==> src/hdl/irq_prio_pkg.sv <==
// Constants and carriers for the four-level interrupt priority controller.
// Assumes a single core clock and a special-function register port from
// the processor core.
package irq_prio_pkg;

    // ************************************************************
    // Register map and fields
    // ************************************************************
    localparam logic [7:0] irq_enable_addr = 8'hA8;
    localparam logic [7:0] prio_high_addr = 8'hB7;
    localparam logic [7:0] prio_low_addr = 8'hB8;
    localparam logic [7:0] irq_enable_reset = 8'h00;
    localparam logic [7:0] prio_reset = 8'h00;
    localparam int global_enable_bit = 7;
    localparam int num_sources = 6;
    localparam int num_levels = 4;
    localparam logic [7:0] irq_enable_mask = 8'hBF;
    localparam logic [7:0] prio_mask = 8'h3F;

    // Source indices in polling order
    localparam int src_pin_int0 = 0;
    localparam int src_tmr0 = 1;
    localparam int src_pin_int1 = 2;
    localparam int src_tmr1 = 3;
    localparam int src_serial = 4;
    localparam int src_tmr2 = 5;

    // Vectors are eight bytes apart from the first external source
    localparam logic [15:0] vector_base = 16'h0003;
    localparam int vector_shift = 3;

    typedef struct packed {
        logic wr;
        logic rd;
        logic [7:0] addr;
        logic [7:0] wdata;
    } sfr_req_s;

    typedef struct packed {
        logic valid;
        logic [2:0] source;
        logic [1:0] level;
        logic [15:0] vector;
    } dispatch_s;

endpackage

==> src/hdl/irq_level_pick.sv <==
// Finds the first requesting source, in polling order, on one level.
// Pure combinational; used once per priority level.
`timescale 1ns/1ns
module irq_level_pick (
    // Requests already qualified for this level
    input wire logic [5:0] req,
    // First source found
    output logic found,
    output logic [2:0] source
);

    always_comb begin
        found = 1'b0;
        source = 3'h0;
        for (int i = 5; i >= 0; i--) begin
            if (req[i]) begin
                found = 1'b1;
                source = 3'(i);
            end
        end
    end

endmodule

==> src/hdl/irq_prio_ctrl.sv <==
// Nested interrupt controller: six sources, four priority levels.
// Assumes the core acknowledges a dispatch in the cycle it vectors, and
// signals each return from an interrupt routine with a one-cycle pulse.
//
// What this block does
// - Six sources arbitrated across four levels
// - Level is high bit then low bit
// - Dispatch only above every level in service
// - Equal or lower request waits for return
// - Higher preempts; suspended routine resumes afterwards
// - Priority-high register at B7
// - Priority-high bits 5..0, bits 7..6 reserved
// - Priority-low register at B8, same order
// - Clear edge externals and timers 0/1
`timescale 1ns/1ns
module irq_prio_ctrl (
    // Clock and reset
    input wire logic core_clk,
    input wire logic reset_n,
    // Special-function register port
    input wire irq_prio_pkg::sfr_req_s sfr_req,
    output logic [7:0] sfr_rdata,
    output logic sfr_hit,
    // Request flags from peripherals, same clock
    input wire logic [5:0] src_flag,
    input wire logic pin_int0_edge_mode,
    input wire logic pin_int1_edge_mode,
    // Processor core
    output irq_prio_pkg::dispatch_s dispatch,
    input wire logic dispatch_ack,
    input wire logic irq_return,
    output logic [3:0] in_service,
    // Hardware flag clears on vectoring
    output logic pin_int0_flag_clr,
    output logic tmr0_overflow_flag_clr,
    output logic pin_int1_flag_clr,
    output logic tmr1_overflow_flag_clr
);

    // ************************************************************
    // Registers
    // ************************************************************
    logic [7:0] irq_enable_reg;
    logic [7:0] prio_high_reg;
    logic [7:0] prio_low_reg;
    logic [3:0] active_reg;
    logic [3:0] active_next;
    logic [5:0] req;
    logic [1:0] src_level [6];
    logic [3:0] lvl_found;
    logic [2:0] lvl_src [4];
    logic take;
    logic [1:0] win_level;
    logic [2:0] win_src;

    always_ff @(posedge core_clk or negedge reset_n) begin
        if (!reset_n) begin
            irq_enable_reg <= irq_prio_pkg::irq_enable_reset;
            prio_high_reg <= irq_prio_pkg::prio_reset;
            prio_low_reg <= irq_prio_pkg::prio_reset;
        end else if (sfr_req.wr) begin
            case (sfr_req.addr)
                irq_prio_pkg::irq_enable_addr: begin
                    irq_enable_reg <= sfr_req.wdata &
                        irq_prio_pkg::irq_enable_mask;
                end
                irq_prio_pkg::prio_high_addr: begin
                    prio_high_reg <= sfr_req.wdata &
                        irq_prio_pkg::prio_mask;
                end
                irq_prio_pkg::prio_low_addr: begin
                    prio_low_reg <= sfr_req.wdata &
                        irq_prio_pkg::prio_mask;
                end
                default: begin
                end
            endcase
        end
    end

    // Reads of reserved bits return zero because they never store
    always_comb begin
        sfr_hit = 1'b1;
        case (sfr_req.addr)
            irq_prio_pkg::irq_enable_addr: sfr_rdata = irq_enable_reg;
            irq_prio_pkg::prio_high_addr: sfr_rdata = prio_high_reg;
            irq_prio_pkg::prio_low_addr: sfr_rdata = prio_low_reg;
            default: begin
                sfr_rdata = 8'h00;
                sfr_hit = 1'b0;
            end
        endcase
    end

    // ************************************************************
    // Arbitration
    // ************************************************************
    genvar g;
    generate
        for (g = 0; g < irq_prio_pkg::num_sources; g++) begin : g_src
            assign src_level[g] = {prio_high_reg[g], prio_low_reg[g]};
            assign req[g] = src_flag[g] & irq_enable_reg[g] &
                irq_enable_reg[irq_prio_pkg::global_enable_bit];
        end
        for (g = 0; g < irq_prio_pkg::num_levels; g++) begin : g_lvl
            logic [5:0] lreq;
            always_comb begin
                for (int s = 0; s < 6; s++) begin
                    lreq[s] = req[s] & (src_level[s] == 2'(g));
                end
            end
            irq_level_pick u_pick (
                .req(lreq),
                .found(lvl_found[g]),
                .source(lvl_src[g])
            );
        end
    endgenerate

    // Highest requesting level wins; it must sit above all in service
    always_comb begin
        take = 1'b0;
        win_level = 2'h0;
        win_src = 3'h0;
        for (int l = 0; l < 4; l++) begin
            if (lvl_found[l]) begin
                take = 1'b1;
                win_level = 2'(l);
                win_src = lvl_src[l];
            end
        end
        // Any active level at or above the winner blocks it
        if (take && ((active_reg >> win_level) != 4'h0)) begin
            take = 1'b0;
        end
    end

    always_comb begin
        dispatch.valid = take;
        dispatch.source = win_src;
        dispatch.level = win_level;
        dispatch.vector = irq_prio_pkg::vector_base +
            (16'(win_src) << irq_prio_pkg::vector_shift);
    end

    // ************************************************************
    // Service stack: one bit per level, return clears the highest
    // ************************************************************
    always_comb begin
        active_next = active_reg;
        if (irq_return) begin
            // Clearing only the top level lets a preempted one resume
            if (active_reg[3]) active_next[3] = 1'b0;
            else if (active_reg[2]) active_next[2] = 1'b0;
            else if (active_reg[1]) active_next[1] = 1'b0;
            else active_next[0] = 1'b0;
        end
        if (take && dispatch_ack) begin
            active_next[win_level] = 1'b1;
        end
    end

    always_ff @(posedge core_clk or negedge reset_n) begin
        if (!reset_n) begin
            active_reg <= 4'h0;
        end else begin
            active_reg <= active_next;
        end
    end

    assign in_service = active_reg;

    // Serial and timer 2 flags are left for software
    always_comb begin
        pin_int0_flag_clr = take && dispatch_ack && pin_int0_edge_mode &&
            (win_src == 3'(irq_prio_pkg::src_pin_int0));
        pin_int1_flag_clr = take && dispatch_ack && pin_int1_edge_mode &&
            (win_src == 3'(irq_prio_pkg::src_pin_int1));
        tmr0_overflow_flag_clr = take && dispatch_ack &&
            (win_src == 3'(irq_prio_pkg::src_tmr0));
        tmr1_overflow_flag_clr = take && dispatch_ack &&
            (win_src == 3'(irq_prio_pkg::src_tmr1));
    end
endmodule

==> config.mk <==
export PLATFORM = sky130hd
export DESIGN_NAME = irq_prio_ctrl
export DESIGN_NICKNAME = d
export VERILOG_FILES = /design/src/hdl/irq_prio_pkg.sv /design/src/hdl/irq_level_pick.sv /design/src/hdl/irq_prio_ctrl.sv
export SDC_FILE = /design/constraint.sdc
export NUM_CORES = 1
export LEC_CHECK = 0
export BUFFER_PORTS_ARGS = -buffer_cell sky130_fd_sc_hd__buf_2
export CAP_MARGIN = 0
export CORE_MARGIN = 2
export CORE_UTILIZATION = 51
export CTS_CLUSTER_SIZE = 16
export DETAILED_ROUTE_END_ITERATION = 16
export PLACE_DENSITY_LB_ADDON = 0.15
export SYNTH_ARGS = -nofsm -noshare
export SYNTH_HDL_FRONTEND = slang
export SYNTH_SLANG_ARGS = --single-unit
export TNS_END_PERCENT = 30
==> constraint.sdc <==
create_clock -name core_clk -period 6.2 [get_ports core_clk]
set_clock_uncertainty 0.15 [all_clocks]
set_input_delay 0.93 -clock core_clk [delete_from_list [all_inputs] [get_ports core_clk]]
set_output_delay 0.93 -clock core_clk [all_outputs]
set_load 0.01 [all_outputs]
==> key figures, run 1 <==
Run status
  – Status: completed

Clock network
  – Cts bufs inserted: 3
  – CTS H-tree depth: 1
  – CTS tree: done
  – Hold-fix buffers, CTS: 0
  – CTS root buffer: clkbuf_8
  – Post_cts resized: 0
  – Clock sinks: 23
  – Buffer levels on the longest clock path: 2
  – Post-CTS Setup Bufs: 0
  – Clk_lat worst skew: approximately 0.28 ns
  – CTS clk-pin slew, worst paths: approximately 0.09 ns

Floorplan
  – I/O pins: 69
  – Core area: between 3000 and 4000 sq um
  – Site Rows: 22
  – Initial core utilization: 0.531
  – DIE WIDTH: about 66 um
  – Die area: between 4000 and 5000 sq um
  – Die height: ~66 um

Yosys
  – Synth area leaders: dfrtp_1 (29%), mux2_2 (11%), buf_4 (6.9%), nand2_1 (4.2%), and4_1 (3.1%)
  – Synth async-reset ratio: 1.00
  – Synth Flop Type: dfrtp_1
  – Sequential area share after synthesis: 0.294
  – Synthesized cell area: slightly below 2000 sq um
  – Avg Cell Area, Syn: between 9 and 10 sq um
  – Post-synth top area share: 0.294
  – Post-synthesis register bit count: 23
  – Cells after Synth: about 220
  – Syn. warnings: 0
  – Area leader, netlist: dfrtp_1
  – Number of synthesized flops with an enable pin: 0
  – Synth unique cells: 50

Drt
  – Pre-antenna DRT Iters: 4
  – Via Count: about 1800
  – Number of remaining DRC errors: 0
  – Routed len/inst: between 15 and 20 um
  – DRT antenna net count: 0
  – Routed WL: between 4000 and 5000 um
  – Vias per inst: just under 6
  – Iter 0 DRT Violations: between 80 and 90

Layout
  – ANT cells: 0
  – Nets@finish: ~290
  – Max reg flops: 7
  – Commonest non-fill, non-tap cell in the layout: buf_2
  – Most frequent cells in the layout: buf_2 (52), dfrtp_1 (23), nand2_1 (22)
  – Area Growth Syn to Fin: 12.3%
  – Final core utilization: 0.596
  – Layout cells sized above 1: 0.319

Pwr
  – Clock network fraction of total power: 0.334
  – Flop pwr share: 0.549
  – VDD IR-drop max: 0.137 mV
  – Int Pwr: approximately 0.00022 W
  – Net Sw Frac: 0.281
  – Pwr dens: roughly 140 nW/um^2
  – Combinational Power Share: 0.117
  – Pleak: between 1 and 1.5 nW
  – NetSw: between 0.00008 and 0.00009 W

Place
  – Final GP Congestion: around 0.83
  – Dpl ws: ~2 ns
  – Final HPWL DP: 3580 um
  – PortBufs: 52

Worst setup path
  – Crit. End Element: output pin
  – Critical Path RT: about 5 ns
  – Crit Path Class: in -> out
  – Worst EP arrival: 3.14 ns
  – Worst-path fanout max: 6
  – Reg2Reg Depth: 5
  – CP Launch Type: input port

STA
  – Max Slew Vio Count: 0
  – Final period utilization: 0.680
  – Fin. Hold Viols: 0
  – Post-Route Setup TNS: 0 ns
  – Hold_ws: slightly above 0.4 ns
  – RSZ-0062 raised after global routing: no
  – Final setup viols: 0
  – Max-Slew Margin vs Limit: 0.357
  – Slew @ Worst Pin: about 0.96 ns
  – Final worst path period need: between 4 and 5 ns
  – Achievable Freq: 0.237 GHz
  – Slack of the critical path: roughly 2.0 ns

Run
  – Max-Cap Viols: 0

Hold path
  – Hold Path Stages: 1
  – HP Class: reg -> reg

GRT
  – First-pass GRT wire length: about 7400 um
  – GRT Util Overall: 0.222
  – Remaining global-route overflow: 0
  – Vias in the first global route: 1585
  – Initial antenna violation count: 0
  – Largest net degree at the start of global routing: 24
==> worst max-delay path, cell delays in order <==
cell and delay [ns]:
buf_2 0.11, and4_1 0.25, a22o_4 0.30, or4_4 0.50, a2111oi_4 0.43, o211ai_2 0.17, nor4b_1 0.27, buf_2 0.18
==> power groups by stage <==
stage	clock network [W]	logic [W]	registers, W
after floorplan	0	0.0000298	0.000164
after global placement	0	0.0000350	0.000169
after detailed placement	0	0.0000355	0.000169
after CTS	0.000105	0.0000356	0.000166
after global routing	0.000108	0.0000400	0.000168
final	0.000101	0.0000354	0.000166
==> per-stage QoR <==
stage	area (sq um)	power, W	instances
floorplan	2000	0.000194	227
global placement	2150	0.000204	301
detailed placement	2150	0.000204	301
CTS	2200	0.000307	305
global route	2200	0.000316	305
finish	2200	0.000303	305
==> worst paths after layout <==
path                                          startpoint  slack (ns)                     endpoint
max                                          src_flag[1]        1.98            pin_int0_flag_clr
min                          prio_low_reg[5]$_DFFE_PN0P_        0.41  prio_low_reg[5]$_DFFE_PN0P_
max reg2reg                irq_enable_reg[7]$_DFFE_PN0P_        3.59      in_service[0]$_DFF_PN0_
min reg2reg                  prio_low_reg[5]$_DFFE_PN0P_        0.41  prio_low_reg[5]$_DFFE_PN0P_
max in group asynchronous                        reset_n        5.08      in_service[0]$_DFF_PN0_
min in group asynchronous                        reset_n        0.46  prio_low_reg[4]$_DFFE_PN0P_
==> final cells by class <==
cell class	instances	area (sq um)
Timing Repair Buffer	52	260
Multi-Input combinational cell	169	1220
Tap cell	48	60.1
Fill cell	340	1490
Clock inverter	1	7.51
Sequential cell	23	576
Clock buffer	3	41.3
Inverter	9	33.8
==> synth_stat cells, drive strengths merged, types with 2 or more instances <==
cell	instances
dfrtp	23
nand2	22
buf	20
mux2	19
o21ai	12
inv	9
o211ai	9
a22o	7
and4	7
clkbuf	6
mux2i	6
nor2	6
o22ai	6
and4b	5
nand4	5
nor3b	4
a22oi	3
and3	3
nand3	3
nand4b	3
nor3	3
o31ai	3
a2bb2oi	2
a32oi	2
and2	2
conb	2
nand2b	2
nand3b	2
nor2b	2
o2bb2ai	2
or4	2
==> kinds of logic after synthesis <==
kind of cell / Yosys count / share of synthesized area
flops: 23 / 0.294
buf+inv: 35 / 0.106
compound gates: 55 / 0.219
mux: 25 / 0.140
simple gates: 75 / 0.238
other cells: 2 / 0.00384
==> per-layer routing <==
layer / track usage / wire, um / up-vias
met5: 0 / 0 / -
met4: 0.0791 / 75 / 0
met3: 0.0392 / 322 / 6
met2: 0.371 / 2090 / 73
met1: 0.288 / 2120 / 828
li1: - / - / 882
No activity file was read; power rests on OpenSTA's default activity.
==> run 2: changes to the inputs <==
--- a/config.mk
+++ b/config.mk
@@ -8,7 +8,7 @@
 export BUFFER_PORTS_ARGS = -buffer_cell sky130_fd_sc_hd__buf_2
 export CAP_MARGIN = 0
 export CORE_MARGIN = 2
-export CORE_UTILIZATION = 51
+export CORE_UTILIZATION = 50
 export CTS_CLUSTER_SIZE = 16
 export DETAILED_ROUTE_END_ITERATION = 16
 export PLACE_DENSITY_LB_ADDON = 0.15
==> constraint.sdc (replaced) <==
create_clock -name core_clk -period 4.3 [get_ports core_clk]
set_clock_uncertainty 0.15 [all_clocks]
set_input_delay 0.645 -clock core_clk [delete_from_list [all_inputs] [get_ports core_clk]]
set_output_delay 0.645 -clock core_clk [all_outputs]
set_load 0.01 [all_outputs]
==> run 2 against run 1 <==
Effect of this change:
- critical path depth is 1 lower
- critical path type is now reg -> out
- sequential share of layout area hardly changed
- critical endpoint unchanged
- total power is 42% higher
- non-clock buffer count stayed put
- first-iteration DRC count stayed put
- clock-buffer cell count stayed put
- via count is 2.1% higher
- global-route usage is 0.66 points higher
- cell area is 0.11% lower
- sequential power is 45% higher
- largest cell class unchanged
==> key figures, run 2 (same netlist as run 1, synthesis figures left out) <==
GRT
  – Initial antenna violation count: 0 (unchanged)
  – Vias in the first global route: 1596 (was 1585)
  – GRT Util Overall: 0.229 (was 0.222)
  – Remaining global-route overflow: 0 (unchanged)
  – Largest net degree at the start of global routing: 24 (unchanged)
  – First-pass GRT wire length: 7690 um (was 7380 um)

Layout
  – Layout cells sized above 1: 0.319 (unchanged)
  – Commonest non-fill, non-tap cell in the layout: buf_2 (unchanged)
  – Nets@finish: 288 (unchanged)
  – ANT cells: 0 (unchanged)
  – Area Growth Syn to Fin: 12.1% (was 12.3%)
  – Max reg flops: 7 (unchanged)
  – Fill cells: 377 (was 340)
  – Most frequent cells in the layout: buf_2 (52), dfrtp_1 (23), nand2_1 (22) (unchanged)

Hold path
  – HP Class: in -> async (was reg -> reg)

Floorplan
  – Die height: 66.6 um (was 66.0 um)
  – Core area: 3720 sq um (was 3690 sq um)
  – Initial core utilization: 0.527 (was 0.531)
  – I/O pins: 69 (unchanged)
  – Die area: 4430 sq um (was 4350 sq um)
  – DIE WIDTH: 66.6 um (was 66.0 um)
  – Site Rows: 22 (unchanged)

Worst setup path
  – Crit. End Element: output pin (unchanged)
  – CP Launch Type: flip-flop (was input port)
  – Critical Path RT: 3.50 ns (was 5.12 ns)
  – Worst-path fanout max: 21 (was 6)
  – Crit Path Class: reg -> out (was in -> out)
  – Worst EP arrival: 3.10 ns (was 3.14 ns)

STA
  – Final period utilization: 0.907
  – Final setup viols: 0 (unchanged)
  – Slew @ Worst Pin: 0.878 ns (was 0.957 ns)
  – Fin. Hold Viols: 0 (unchanged)
  – Post-Route Setup TNS: 0 ns (unchanged)
  – Achievable Freq: around 0.26 GHz
  – RSZ-0062 raised after global routing: no (unchanged)
  – Hold_ws: 0.196 ns (was 0.406 ns)
  – Max-Slew Margin vs Limit: 0.410 (was 0.357)
  – Final worst path period need: approximately 3.9 ns
  – Slack of the critical path: 0.400 ns (was 1.98 ns)
  – Max Slew Vio Count: 0 (unchanged)

Place
  – Final GP Congestion: 0.838 (was 0.834)
  – Final HPWL DP: 3690 um (was 3580 um)
  – PortBufs: 52 (unchanged)
  – Dpl ws: 0.677 ns (was 1.96 ns)

Clock network
  – Clk_lat worst skew: 0.27 ns (was 0.28 ns)
  – Post_cts resized: 0 (unchanged)
  – Buffer levels on the longest clock path: 2 (unchanged)
  – CTS root buffer: clkbuf_8 (unchanged)
  – Post-CTS Setup Bufs: 0 (unchanged)
  – Cts bufs inserted: 3 (unchanged)
  – CTS tree: done (unchanged)
  – CTS H-tree depth: 1 (unchanged)
  – CTS clk-pin slew, worst paths: 0.09 ns (about the same)
  – Clock sinks: 23 (unchanged)
  – Hold-fix buffers, CTS: 0 (unchanged)

Drt
  – Routed WL: 4750 um (was 4600 um)
  – Vias per inst: 5.99 (was 5.87)
  – Number of remaining DRC errors: 0 (unchanged)
  – Iter 0 DRT Violations: 84 (unchanged)
  – Routed len/inst: 15.6 um (was 15.1 um)
  – Via Count: 1826 (was 1789)
  – DRT antenna net count: 0 (unchanged)
  – Pre-antenna DRT Iters: 4 (unchanged)

Pwr
  – Total power: 0.000431 W (was 0.000303 W)
  – Pwr dens: 196 nW/um^2 (was 138 nW/um^2)
  – Pleak: 1.09 nW (about the same)
  – VDD IR-drop max: 0.190 mV (was 0.137 mV)

Run status
  – Status: completed (unchanged)

Run
  – Max-Cap Viols: 0 (unchanged)
==> run 2: stage by stage <==
step / cells / cell area, sq um / util
after global placement: 301 / 2150 / 0.578
final: 305 / 2200 / 0.591
after floorplan: 227 / 2000 / -
after global routing: 305 / 2200 / 0.591
after CTS: 305 / 2200 / 0.591
after detailed placement: 301 / 2150 / 0.578
==> run 2: cell type report <==
class / count / area [sq um] / area share
Clock buffer: 3 / 41.3 / 0.0188
Clock inverter: 1 / 5.00 / 0.00228
Inverter: 9 / 33.8 / 0.0154
Multi-Input combinational cell: 169 / 1220 / 0.556
Sequential cell: 23 / 576 / 0.262
Tap cell: 48 / 60.1 / 0.0274
Timing Repair Buffer: 52 / 260 / 0.119
==> run 2: worst max-delay path: stages (launching register included) <==
cell and delay, ns:
dfrtp_1 0.70, nand4b_1 0.32, o22ai_1 0.50, o31ai_1 0.21
a2111oi_4 0.48, o211ai_2 0.17, nor4b_1 0.27, buf_2 0.18
==> run 2: routing by layer <==
metal | vias to the layer above | global-route usage | wire length (um)
met5 | - | 0 | 0
met4 | 0 | 0.0740 | 68
met3 | 6 | 0.0389 | 253
met2 | 63 | 0.378 | 2200
met1 | 878 | 0.303 | 2220
li1 | 879 | - | -
==> run 2: path summary, 6_finish.rpt <==
path / slack [ns] / startpoint / to / cells after the start
worst max-delay path: 0.40 / irq_enable_reg[7]$_DFFE_PN0P_ / pin_int0_flag_clr / 7
worst min-delay path: 0.20 / reset_n / irq_enable_reg[5]$_DFFE_PN0P_ / 1
worst max register to register: 1.67 / irq_enable_reg[7]$_DFFE_PN0P_ / in_service[0]$_DFF_PN0_ / 5
worst min register to register: 0.42 / prio_low_reg[1]$_DFFE_PN0P_ / prio_low_reg[1]$_DFFE_PN0P_ / 1
max in group asynchronous: 3.45 / reset_n / prio_high_reg[2]$_DFFE_PN0P_ / 1
min in group core_clk: 0.42 / prio_low_reg[1]$_DFFE_PN0P_ / prio_low_reg[1]$_DFFE_PN0P_ / 1
==> run 2: where the power goes <==
| part | internal (W) | switching, W | total [W] |
|---|---|---|---|
| clock | 0.0000648 | 0.0000752 | 0.000140 |
| sequential | 0.000225 | 0.0000154 | 0.000240 |
| combinational | 0.0000234 | 0.0000278 | 0.0000512 |
